[config.mk]
export PLATFORM = sky130hd
export DESIGN_NAME = video_decoder_control_port
export DESIGN_NICKNAME = d
export VERILOG_FILES = /design/src/ctrl_port_pkg.sv /design/src/video_decoder_control_port.sv
export SDC_FILE = /design/constraint.sdc
export NUM_CORES = 1
export LEC_CHECK = 0
export ABC_AREA = 1
export BUFFER_PORTS_ARGS = -buffer_cell sky130_fd_sc_hd__buf_4
export CAP_MARGIN = 20
export CORE_UTILIZATION = 50
export CTS_CLUSTER_SIZE = 40
export DETAILED_ROUTE_END_ITERATION = 8
export PLACE_DENSITY_LB_ADDON = 0.15
export SLEW_MARGIN = 20
export SYNTH_ARGS = -nofsm -noshare
export SYNTH_HDL_FRONTEND = slang
export SYNTH_SLANG_ARGS = --single-unit
export TNS_END_PERCENT = 5
[constraint.sdc]
create_clock -name sys_clk -period 11.1 [get_ports sys_clk]
set_input_delay 1.665 -clock sys_clk [delete_from_list [all_inputs] [get_ports sys_clk]]
set_output_delay 1.665 -clock sys_clk [all_outputs]
set_load 0.02 [all_outputs]
[src/ctrl_port_pkg.sv]
// Constants and carrier types for the video decoder control port
`default_nettype none
package ctrl_port_pkg;
  localparam int         REG_COUNT     = 64;
  localparam logic [5:0] PTR_LAST      = 6'h3F;
  localparam logic [3:0] DEV_ADDR_HIGH = 4'h4;
  localparam logic [7:0] READ_IDLE     = 8'hFF;

  typedef struct packed {
    logic       chip_select_n;
    logic       read_not_write;
    logic       pointer_data_select;
    logic [7:0] host_data_bus;
  } par_in_t;

  typedef struct packed {
    logic [7:0] host_data_bus;
    logic       host_data_oe;
  } par_out_t;
endpackage : ctrl_port_pkg
`default_nettype wire

[src/video_decoder_control_port.sv]
// Parallel and two-wire register port with pointer, register file and power-down
`timescale 1ns/100ps
`default_nettype none
module video_decoder_control_port (
  input  wire logic                     sys_clk,
  input  wire logic                     srst,
  input  wire logic                     interface_select_n,
  input  wire ctrl_port_pkg::par_in_t   par_in,
  output var  ctrl_port_pkg::par_out_t  par_out,
  input  wire logic [2:0]               serial_addr_select,
  input  wire logic                     scl_in,
  input  wire logic                     sda_in,
  output logic                          sda_oe,
  output logic                          sda_out,
  output logic                          power_down,
  output logic [8*64-1:0]               reg_image
);
  import ctrl_port_pkg::*;

  typedef enum logic [2:0] {S_IDLE, S_DEVADR, S_ACK, S_SUB, S_WDATA, S_RDATA, S_RACK} ser_st_t;

  // Chip select, SCL, SDA and interface select pass three stages; a change counts when stages two and three agree
  logic [3:0] s1_r, s2_r, s3_r, f_r;
  logic [3:0] raw;
  assign raw = {par_in.chip_select_n, scl_in, sda_in, interface_select_n};
  always_ff @(posedge sys_clk) begin
    s1_r <= raw;
    s2_r <= s1_r;
    s3_r <= s2_r;
  end
  logic [3:0] f_nxt;
  always_comb begin
    for (int i = 0; i < 4; i++) f_nxt[i] = (s2_r[i] == s3_r[i]) ? s3_r[i] : f_r[i];
  end
  always_ff @(posedge sys_clk) begin
    if (srst) f_r <= 4'hF;
    else f_r <= f_nxt;
  end
  logic cs_n, scl, sda, ser_mode, cs_prev_r, scl_prev_r, sda_prev_r;
  assign cs_n     = f_r[3];
  assign scl      = f_r[2];
  assign sda      = f_r[1];
  assign ser_mode = ~f_r[0];
  always_ff @(posedge sys_clk) begin
    cs_prev_r  <= cs_n;
    scl_prev_r <= scl;
    sda_prev_r <= sda;
  end
  logic cs_fall, cs_rise, scl_rise, scl_fall, start_c, stop_c;
  assign cs_fall  = cs_prev_r & ~cs_n & ~ser_mode;
  assign cs_rise  = ~cs_prev_r & cs_n & ~ser_mode;
  assign scl_rise = ~scl_prev_r & scl & ser_mode;
  assign scl_fall = scl_prev_r & ~scl & ser_mode;
  assign start_c  = ser_mode & scl & scl_prev_r & sda_prev_r & ~sda;
  assign stop_c   = ser_mode & scl & scl_prev_r & ~sda_prev_r & sda;

  // Register file has no reset so contents survive power-down
  logic [7:0] regs [REG_COUNT];
  logic [5:0] ptr_r, ptr_nxt;
  logic       wr_en;
  logic [7:0] wr_data;
  always_ff @(posedge sys_clk) begin
    if (wr_en) regs[ptr_r] <= wr_data;
  end
  genvar g;
  generate
    for (g = 0; g < REG_COUNT; g++) begin : g_img
      always_ff @(posedge sys_clk) reg_image[8*g +: 8] <= regs[g];
    end
  endgenerate

  // Serial engine state
  ser_st_t    st_r, st_nxt;
  logic [7:0] sh_r, sh_nxt;
  logic [3:0] bit_r, bit_nxt;
  logic       rd_r, rd_nxt, ack_r, ack_nxt, drv_r, drv_nxt;
  ser_st_t    after_ack_r, after_ack_nxt;
  par_out_t   po_nxt;
  logic       par_latch_r, par_latch_nxt;

  function automatic logic [5:0] bump(input logic [5:0] p);
    return (p == PTR_LAST) ? p : p + 6'h01;
  endfunction

  always_comb begin
    st_nxt = st_r; sh_nxt = sh_r; bit_nxt = bit_r; rd_nxt = rd_r;
    ack_nxt = ack_r; drv_nxt = drv_r; after_ack_nxt = after_ack_r;
    ptr_nxt = ptr_r; wr_en = 1'b0; wr_data = sh_r;
    po_nxt = par_out; par_latch_nxt = par_latch_r;
    // Parallel port: sample data near the strobe, act on its release
    if (cs_fall) begin
      par_latch_nxt = 1'b1;
      if (par_in.read_not_write) begin
        po_nxt.host_data_oe = 1'b1;
        po_nxt.host_data_bus = par_in.pointer_data_select ? regs[ptr_r] : {2'b00, ptr_r};
      end
    end
    if (cs_rise && par_latch_r) begin
      par_latch_nxt = 1'b0;
      po_nxt.host_data_oe = 1'b0;
      if (!par_in.pointer_data_select) begin
        if (!par_in.read_not_write) ptr_nxt = par_in.host_data_bus[5:0];
      end else begin
        if (!par_in.read_not_write) begin
          wr_en = 1'b1;
          wr_data = par_in.host_data_bus;
        end
        ptr_nxt = bump(ptr_r);
      end
    end
    // Serial engine; START restarts from any state
    if (start_c) begin
      st_nxt = S_DEVADR; bit_nxt = 4'h0; drv_nxt = 1'b0;
    end else if (stop_c) begin
      st_nxt = S_IDLE; drv_nxt = 1'b0;
    end else if (!ser_mode) begin
      // Leaving serial mode drops any transfer so SDA is never left held low
      st_nxt = S_IDLE;
      drv_nxt = 1'b0;
    end else begin
      case (st_r)
        S_IDLE: drv_nxt = 1'b0;
        S_DEVADR, S_SUB, S_WDATA: begin
          if (scl_rise) begin
            sh_nxt = {sh_r[6:0], sda};
            bit_nxt = bit_r + 4'h1;
          end
          if (scl_fall && bit_r == 4'h8) begin
            bit_nxt = 4'h0;
            if (st_r == S_DEVADR) begin
              if (sh_r[7:1] == {DEV_ADDR_HIGH, serial_addr_select}) begin
                rd_nxt = sh_r[0];
                drv_nxt = 1'b1; ack_nxt = 1'b0;
                st_nxt = S_ACK;
                after_ack_nxt = sh_r[0] ? S_RDATA : S_SUB;
              end else st_nxt = S_IDLE;
            end else begin
              if (st_r == S_SUB) ptr_nxt = sh_r[5:0];
              else begin
                wr_en = 1'b1;
                wr_data = sh_r;
                ptr_nxt = bump(ptr_r);
              end
              drv_nxt = 1'b1; ack_nxt = 1'b0;
              st_nxt = S_ACK;
              after_ack_nxt = S_WDATA;
            end
          end
        end
        S_ACK: if (scl_fall) begin
          if (after_ack_r == S_RDATA) begin
            sh_nxt = regs[ptr_r];
            ptr_nxt = bump(ptr_r);
            drv_nxt = ~regs[ptr_r][7];
            ack_nxt = 1'b0;
            bit_nxt = 4'h1;
          end else drv_nxt = 1'b0;
          st_nxt = after_ack_r;
        end
        S_RDATA: if (scl_fall) begin
          if (bit_r == 4'h8) begin
            drv_nxt = 1'b0; st_nxt = S_RACK; bit_nxt = 4'h0;
          end else begin
            drv_nxt = ~sh_r[3'h7 - bit_r[2:0]];
            bit_nxt = bit_r + 4'h1;
          end
        end
        S_RACK: if (scl_rise) begin
          // Master NACK ends the read; ACK fetches the next byte
          st_nxt = sda ? S_IDLE : S_ACK;
          after_ack_nxt = S_RDATA;
        end
        default: st_nxt = S_IDLE;
      endcase
    end
  end

  // Reset clears state machines but never the register array
  always_ff @(posedge sys_clk) begin
    if (srst) begin
      st_r <= S_IDLE; sh_r <= 8'h00; bit_r <= 4'h0; rd_r <= 1'b0;
      ack_r <= 1'b0; drv_r <= 1'b0; after_ack_r <= S_IDLE;
      ptr_r <= 6'h00; par_latch_r <= 1'b0;
      par_out <= '{host_data_bus: READ_IDLE, host_data_oe: 1'b0};
      power_down <= 1'b1;
    end else begin
      st_r <= st_nxt; sh_r <= sh_nxt; bit_r <= bit_nxt; rd_r <= rd_nxt;
      ack_r <= ack_nxt; drv_r <= drv_nxt; after_ack_r <= after_ack_nxt;
      ptr_r <= ptr_nxt; par_latch_r <= par_latch_nxt;
      par_out <= po_nxt;
      power_down <= 1'b0;
    end
  end
  // Open drain: only ever pulls low
  always_ff @(posedge sys_clk) begin
    if (srst) begin
      sda_oe <= 1'b0; sda_out <= 1'b0;
    end else begin
      sda_oe <= drv_nxt; sda_out <= 1'b0;
    end
  end

  ptr_sticks_a: assert property (@(posedge sys_clk) disable iff (srst)
    (ptr_r == PTR_LAST && !(cs_rise && par_latch_r && !par_in.pointer_data_select)
     && st_r != S_SUB) |=> ptr_r == PTR_LAST)
    else $error("pointer left 3Fh");
  ptr_bump_a: assert property (@(posedge sys_clk) disable iff (srst)
    (cs_rise && par_latch_r && par_in.pointer_data_select && ptr_r != PTR_LAST && st_r == S_IDLE)
    |=> ptr_r == $past(ptr_r) + 6'h01)
    else $error("pointer not advanced");
  par_oe_a: assert property (@(posedge sys_clk) disable iff (srst)
    par_out.host_data_oe |-> par_in.read_not_write || $past(cs_rise))
    else $error("bus driven on write");
  reset_pd_a: assert property (@(posedge sys_clk)
    srst |=> power_down && st_r == S_IDLE)
    else $error("reset did not power down");
  ser_off_a: assert property (@(posedge sys_clk) disable iff (srst)
    !ser_mode |=> st_r == S_IDLE && !sda_oe)
    else $error("serial busy in parallel mode");
  sda_low_a: assert property (@(posedge sys_clk) disable iff (srst)
    sda_oe |-> (st_r == S_ACK || st_r == S_RDATA) && !sda_out)
    else $error("sda driven outside ack or read data");
  ptr_load_a: assert property (@(posedge sys_clk) disable iff (srst)
    (cs_rise && par_latch_r && !par_in.pointer_data_select && !par_in.read_not_write
     && st_r == S_IDLE) |=> ptr_r == $past(par_in.host_data_bus[5:0]))
    else $error("pointer not loaded");
  ser_ptr_a: assert property (@(posedge sys_clk) disable iff (srst)
    (st_r == S_SUB && scl_fall && bit_r == 4'h8 && !start_c && !stop_c) |=> st_r == S_ACK)
    else $error("no ack after sub-address");
endmodule : video_decoder_control_port
`default_nettype wire

==> results.toml, run 1 <==
[finish]
drive_gt1_share_pct = 24.6
regArea_mm2 = 0.0267
final_area_mm2 = 0.0415
syn_to_final_growth_pct = 26.0
finalCoreUtilization_pct = 64.1
nets = 3088
antennaDiodeCount = 0
multiInputGateArea_mm2 = 0.00558
fillers = 4775
stdcell_count = 4008

[clock_network]
cts_tree = "yes"
cts_buffers = 101
root_buffer = "clkbuf_16"
postCtsHoldBufs = 0
cts.clk_slew.worst_paths_ns = 0.07
htreeDepth = 3
cts_setup_buffers = 0
cts_sinks = 1079
cts-resized-gates = 0
clk_latency_ns = 0.66
cts.path.max_buffers = 3

[worst_setup_path]
cp-endpoint = "sh_r[6]"
required_ns = 11.63
reg2reg_depth = 12
startpoint = "ptr_r[2]"
r2r_end = "sh_r[6]"
crit-reg2reg-launch = "ptr_r[2]"
cp-start-kind = "register"
endpoint_kind = "register"
rrSetupSlack_ns = 6.28
path_class = "register to register"
cp_max_fo = 30
arrival_ns = 5.35

[floorplan]
start_util_pct = 50.9
dieWidth_um = 259
die_area_mm2 = 0.0669
rows = 93
io_pins = 543
core_area_mm2 = 0.0648
die_h_um = 259

[grt]
overflow = 0
antenna_found_initial = 2
grt_usage_pct = 32.8
grt_pass1_wl_mm = 156
grt_pass1_vias = 21500
grt_max_degree = 65

[sta]
period_share_pct = 43.4
rsz0062_at_grt = "no"
fmax_mhz = 208
final-hold-violation-count = 0
skew_ns = 0.0285
worstMarginPinSlew_ns = 1.08
slew_headroom_pct = 27.8
finalCriticalPeriod_ns = 4.82
holdWs_ns = 0.327
fin_tns_setup_ns = 0
maxSlewViolCount = 0
layout_setup_ws_ns = 6.28
setup_viol = 0

[yosys]
synth_area_per_cell_um2 = 13.3
synthesis.area_mm2 = 0.0330
synthArstFlopShare_pct = 0
synth.net_count = 2497
ys_ff_latch = 1079
synthDistinctLibCells = 45
yosys_most_used_dff = "dfxtp_1"
yosysWarnings = 0
yosysSeqAreaShare_pct = 81.1
synth_area_leaders = "edfxtp_1 (47%), dfxtp_1 (34%), nand2_1 (7.4%), nor2_1 (1.6%), o21ai_0 (1.4%)"
synth_cells = 2475
yosysTopAreaCell = "edfxtp_1"
synth_top_area_share_pct = 46.6
synth_edf_count = 512

[worst_hold_path]
hold_class = "register to register"

[route]
viasPerCell = 5.63
first_pass_iters = 5
wl_per_cell_um = 27.9
first_iter_violations = 2796
ant_nets = 0
route.detailed.drc = 0
wl_mm = 112
vias = 22500

[placement]
dp_slack_ns = 6.06
placed_area_mm2 = 0.0381
numPortBuffers = 541
dp_hpwl_mm = 77.7
place_inst = 3818
gp_congestion = 0.957

[power_and_ir_drop]
powerDensity_mw_per_mm2 = 188
ir_drop_mv = 0.118
leakage_nw = 16.5
total_power_mw = 7.79

[status]
outcome = "completed"

[flow_run]
maxCapViolCount = 0
## cell usage in the layout, fill, tap and decap left out, types with 4 or more instances in the layout
cell	instances
nand4_1	59
clkbuf_1	15
nand3_1	54
clkinvlp_4	6
buf_4	570
clkinv_2	18
nand2_1	654
nor2_1	138
nor3_1	9
o2bb2ai_1	5
edfxtp_1	512
inv_2	8
a31oi_1	8
dfxtp_1	564
a22oi_1	48
bufinv_16	5
o21ai_0	90
clkbuf_16	109
inv_6	4
o21ai_4	5
inv_1	103
inv_4	8
o2111ai_1	10
o211ai_1	4
clkbuf_8	16
o21ai_1	10
a21oi_1	67
## cell type report
| type | count | area share, % |
|---|---|---|
| clock buffers | 141 | 7.25 |
| clock inverters | 49 | 1.11 |
| inverters | 109 | 0.985 |
| multi-input cells | 1205 | 13.4 |
| flip-flops and latches | 1079 | 64.3 |
| well taps | 855 | 2.58 |
| repair buffers | 570 | 10.3 |
## worst max-delay path: stages, from the launching register on
cell and delay, ns:
dfxtp_2 0.75, inv_1 0.52, nand3_1 0.71, inv_2 0.46, buf_4 0.41, nand2_1 0.12
nand4_1 0.08, o21ai_0 0.79, nand2_1 0.17, nor2_1 0.20, nand2_1 0.24, nand2_1 0.12
a21oi_1 0.07
## cell usage after synthesis, types with 2 or more instances
cell,n
a211oi_1,2
a21oi_1,69
a22oi_1,48
a31oi_1,8
buf_1,3
buf_2,36
buf_4,7
clkbuf_1,35
dfxtp_1,567
edfxtp_1,512
ha_1,3
inv_1,102
inv_2,7
nand2_1,654
nand3_1,54
nand3b_1,2
nand4_1,59
nor2_1,139
nor3_1,12
nor3_2,2
nor4_1,4
o2111ai_1,10
o211ai_1,4
o21ai_0,95
o21ai_1,10
o21bai_1,3
o2bb2ai_1,5
o31ai_1,2
or2_2,3
xnor2_1,3
## sequential cells by signal (all words and copies together) (netlist names), 3 cells and up
register	count
regs	512
after_ack_r	3
s2_r	4
bit_r	4
sh_r	8
s1_r	4
reg_image	512
par_out	9
ptr_r	6
st_r	3
f_r	4
s3_r	4
## per-layer routing
| metal | GRT usage [%] | wire (µm) |
|---|---|---|
| met5 | 0 | 27 |
| met2 | 52.7 | 52600 |
| met1 | 43.4 | 42300 |
| met4 | 14.6 | 5010 |
| met3 | 6.67 | 11700 |
## cell families after synthesis
logic type / Yosys count / share of synthesized area [%]
muxes: 1 / 0.0342
and+or+nand+nor: 934 / 11.5
AOI/OAI and AO/OA: 262 / 4.74
buffers and inverters: 191 / 2.40
xor gates and xnor gates: 4 / 0.106
other: 1 / 0.0114
DFF: 1079 / 81.1
adders and majority gates: 3 / 0.114
## power breakdown
group	internal, mW	switching, mW	total, mW
clock	2.03	1.51	3.54
sequential	4.15	0.00746	4.15
combinational	0.0264	0.0722	0.0986
total	6.20	1.59	7.79
## worst min path at each step
stage / start / endpoint / cells after the start
global placement: s1_r[3] / s2_r[3] / 0
detailed placement: s1_r[0] / s2_r[0] / 0
finish: s1_r[0] / s2_r[0] / 0
floorplan: s1_r[0] / s2_r[0] / 0
global route: s1_r[2] / s2_r[2] / 0
CTS: s1_r[0] / s2_r[0] / 0
Note: power is estimated with default switching activity, not from simulation.
==> run 2, diff against run 1 <==
==> constraint.sdc (replaced) <==
create_clock -name sys_clk -period 4 [get_ports sys_clk]
set_input_delay 0.6 -clock sys_clk [delete_from_list [all_inputs] [get_ports sys_clk]]
set_output_delay 0.6 -clock sys_clk [all_outputs]
set_load 0.02 [all_outputs]
==> run 2 against run 1 <==
Net effect: non-clock buffer count increased by 77; sequential share of layout area decreased by 1.0 points; total power increased to 2.8 times the previous value; wire length decreased by 1.2%.
==> results.toml, run 2 (synthesis results as in run 1) <==
[status]
outcome = "completed"

[worst_setup_path]
required_ns = 4.55
reg2reg_depth = 11
path_class = "register to register"
endpoint_kind = "register"
cp_max_fo = 22
rrSetupSlack_ns = 0.60
arrival_ns = 3.95
cp-start-kind = "register"

[clock_network]
cts_buffers = 99
postCtsHoldBufs = 0
cts.clk_slew.worst_paths_ns = 0.06
cts.path.max_buffers = 3
htreeDepth = 3
cts-resized-gates = 0
clk_latency_ns = 0.66
cts_setup_buffers = 0
cts_tree = "yes"
cts_sinks = 1079
root_buffer = "clkbuf_16"

[grt]
grt_max_degree = 45
top_usage_layer = "met2"
use_met2_pct = 52.5
antenna_found_initial = 2
grt_pass1_vias = 22000
grt_pass1_wl_mm = 155
overflow = 0
grt.met1_usage_pct = 43.2
grt_usage_pct = 32.6
met3_usage_pct = 6.85

[sta]
fin_tns_setup_ns = 0
final-hold-violation-count = 0
holdWs_ns = 0.0769
setup_viol = 0
finalCriticalPeriod_ns = 3.40
skew_ns = 0.0455
rsz0062_at_grt = "no"
period_share_pct = 84.9
fmax_mhz = 294
worstMarginPinSlew_ns = 1.16
slew_headroom_pct = 21.9
maxSlewViolCount = 0

[route]
viasPerCell = 5.50
wl_mm = 110
ant_nets = 0
vias = 22400
first_iter_violations = 2671
first_pass_iters = 5
route.detailed.drc = 0
wl_per_cell_um = 27.0

[finish]
final_area_mm2 = 0.0422
nets = 3163
final_cell_mix = "nand2_1 (654), buf_4 (640), dfxtp_1 (564), edfxtp_1 (512), nor2_1 (138)"
layout_commonest_cell = "nand2_1"
top_regs = "reg_image x512, regs x512, par_out x9"
antennaDiodeCount = 0
syn_to_final_growth_pct = 28.1
drive_gt1_share_pct = 26.5

[power_and_ir_drop]
p_switching_mw = 4.41
total_power_mw = 21.5
p_int_mw = 17.1
combPwrFrac_pct = 1.3
pwr-share-clk_pct = 45.1
ir_drop_mv = 0.375
seq_power_share_pct = 53.5
powerDensity_mw_per_mm2 = 510
sw_frac_of_total_pct = 20.5
leakage_nw = 16.9

[floorplan]
die_h_um = 259
rows = 93
start_util_pct = 50.9
dieWidth_um = 259
core_area_mm2 = 0.0648
io_pins = 543
die_area_mm2 = 0.0669

[placement]
dp_hpwl_mm = 78.0
placed_area_mm2 = 0.0387
gp_congestion = 0.964
numPortBuffers = 541

[worst_hold_path]
hold_class = "input port to register"
whs_path_depth = 1

[flow_run]
maxCapViolCount = 0
[run 2: cell type report]
class	count	area, µm²
multi-input cells	1205	5580
repair buffers	647	4950
inverters	109	409
fillers	4777	22600
flip-flops and latches	1079	26700
clock buffers	138	3020
well taps	855	1070
clock inverters	49	445
[run 2: layer usage]
metal,routed length (µm),up-vias
li1,-,9796
met1,42100,11000
met2,52500,1399
met3,11300,228
met4,4390,4
met5,27,-
[run 2: worst paths after layout]
| path | from | endpoint |
|---|---|---|
| setup / recovery | ptr_r[2] | par_out[4] |
| hold / removal | scl_in | s1_r[2] |
| hold reg to reg | s1_r[3] | s2_r[3] |
| setup reg to reg | ptr_r[2] | par_out[4] |
[run 2: stage by stage]
stage | std cells | util (%) | setup slack, ns
final | 4082 | 65.1 | 0.602
after global routing | 4082 | 65.1 | 0.410
after CTS | 4081 | 65.1 | 0.652
after detailed placement | 3894 | 59.7 | 0.657
after global placement | 3894 | 59.7 | 0.721
after floorplan | 2475 | - | -0.515
[run 2: power groups by stage]
stage	clock network (mW)	registers, mW	logic (mW)
5_1_grt	10.2	11.5	0.307
6_report	9.72	11.5	0.286
2_1_floorplan	0	11.8	0.150
3_5_place_dp	0	11.8	0.280
3_3_place_gp	0	11.8	0.279
4_1_cts	9.78	11.5	0.281
[run 2: worst max-delay path, cell delays in order, from the launching register on]
cell and delay [ns]:
dfxtp_2 0.66, inv_1 0.39, nand3_1 0.21, inv_2 0.27
a22oi_1 0.25, nand2_1 0.06, o21ai_0 0.82, nand2_1 0.12
nor2_1 0.16, nand2_1 0.08, o21ai_0 0.17, nand2_1 0.06
==> run 3, diff against run 2 <==
==> constraint.sdc (replaced) <==
create_clock -name sys_clk -period 2.7 [get_ports sys_clk]
set_input_delay 0.405 -clock sys_clk [delete_from_list [all_inputs] [get_ports sys_clk]]
set_output_delay 0.405 -clock sys_clk [all_outputs]
set_load 0.02 [all_outputs]
==> run 3 against run 2 <==
Net effect: first-iteration DRC count rose by 3.1%; clock power rose by 45%; total power is 47% higher; core utilization increased by 1.0 points; critical path depth rose by 1; via count rose by 1.6%; combinational power is 59% higher; sequential power grew 49%; non-clock buffer count up 84; worst setup slack worse by 0.52 ns; clock skew down 0.012 ns.
==> results.toml, run 3 (synthesis results as in run 1) <==
[status]
outcome = "completed"

[flow_run]
maxCapViolCount = 0

[floorplan]
start_util_pct = 50.9
dieWidth_um = 259
core_area_mm2 = 0.0648
die_area_mm2 = 0.0669
io_pins = 543
rows = 93
die_h_um = 259

[placement]
numPortBuffers = 541
gp_congestion = 0.982
placed_area_mm2 = 0.0395
dp_slack_ns = -0.000468
dp_hpwl_mm = 77.8

[route]
viasPerCell = 5.47
ant_nets = 0
wl_per_cell_um = 26.2
route.detailed.drc = 0
first_pass_iters = 6
first_iter_violations = 2753
wl_mm = 109
vias = 22800

[sta]
setup_viol = 0
rsz0062_at_grt = "no"
skew_ns = 0.0339
maxSlewViolCount = 0
finalCriticalPeriod_ns = 2.62
holdWs_ns = 0.0576
fmax_mhz = 381
worstMarginPinSlew_ns = 0.963
final-hold-violation-count = 0
layout_setup_ws_ns = 0.0787
slew_headroom_pct = 35.6
period_share_pct = 97.1

[grt]
grt_pass1_wl_mm = 155
grt_max_degree = 65
grt_usage_pct = 32.3
grt_pass1_vias = 22400
overflow = 0
antenna_found_initial = 2

[finish]
drive_gt1_share_pct = 28.1
finalCoreUtilization_pct = 66.1
fillers = 4668
top_regs = "reg_image x512, regs x512, par_out x9"
final_area_mm2 = 0.0429
layout_commonest_cell = "buf_4"
regArea_mm2 = 0.0267
syn_to_final_growth_pct = 30.1
multiInputGateArea_mm2 = 0.00558
nets = 3247
final_cell_mix = "buf_4 (709), nand2_1 (654), dfxtp_1 (565), edfxtp_1 (512), nor2_1 (137)"

[worst_setup_path]
path_class = "register to register"
endpoint_kind = "register"
cp_max_fo = 39
required_ns = 3.23
arrival_ns = 3.15
rrSetupSlack_ns = 0.08
cp-start-kind = "register"

[clock_network]
cts.path.max_buffers = 3
htreeDepth = 3
cts_setup_buffers = 0
cts_buffers = 99
cts_sinks = 1079
clk_latency_ns = 0.67
cts.clk_slew.worst_paths_ns = 0.07
root_buffer = "clkbuf_16"
cts_tree = "yes"

[worst_hold_path]
hold_class = "input port to register"

[power_and_ir_drop]
ir_drop_mv = 0.550
leakage_nw = 17.3
powerDensity_mw_per_mm2 = 738
## run 3: changes by cell type in the layout (fill, tap and decap cells not counted), sizes merged
| cell | delta |
|---|---|
| clkinv | -3 |
| buf | +80 |
| inv | -1 |
| dlygate4sd3 | +4 |
| clkbuf | +5 |
| bufinv | -1 |
| diode | +1 |
## run 3: report_power, final
group          switching [mW]  leakage [nW]  internal, mW
logic                   0.314          6.49         0.140
clock network            6.17          1.66          7.92
registers              0.0319          9.16          17.0
total                    6.52          17.3          25.1
## run 3: final cells by class
class                   count  area share (%)
repair buffers            731            13.3
inverters                 109           0.954
clock inverters            44           0.919
multi-input cells        1205            13.0
diodes                      1         0.00584
flip-flops and latches   1079            62.4
well taps                 855            2.50
clock buffers             143            6.90
## run 3: path summary, 6_finish.rpt
check	to	depth (start not counted)	start
max	sh_r[6]	12	ptr_r[1]
min	power_down	1	srst
max reg2reg	sh_r[6]	12	ptr_r[1]
min reg2reg	s2_r[1]	0	s1_r[1]
## run 3: critical path, stage by stage (launching register included)
cell,delay [ns]
dfxtp_4,0.40
inv_2,0.19
nor3_2,0.12
buf_12,0.23
buf_4,0.23
a21oi_1,0.13
nand3_1,0.11
o21ai_0,0.38
nand2_1,0.09
nor2_1,0.31
nand2_1,0.13
nand2_1,0.08
a21oi_1,0.06
## run 3: stage by stage
step                cells  setup TNS (ns)  power, mW
floorplan            2475         -271.11       17.6
global placement     3975               0       17.9
detailed placement   3975       -0.000468       17.9
CTS                  4166               0       31.7
global route         4166               0       32.4
finish               4167               0       31.6
## run 3: repair_timing
action / CTS / global route
endpoints found under the hold margin: 4 / 0
resized for setup: 1 / 5
hold buffers: 4 / 0
endpoints found under the setup margin: 1 / 7
## run 3: layer usage
layer	vias up	global-route usage (%)	wire [µm]	share of wire, %
li1	9958	-	-	-
met3	205	6.09	11600	11
met5	-	0	13	0.012
met2	1544	52.5	52300	48
met1	11100	43.0	41400	38
met4	2	12.7	4070	3.7
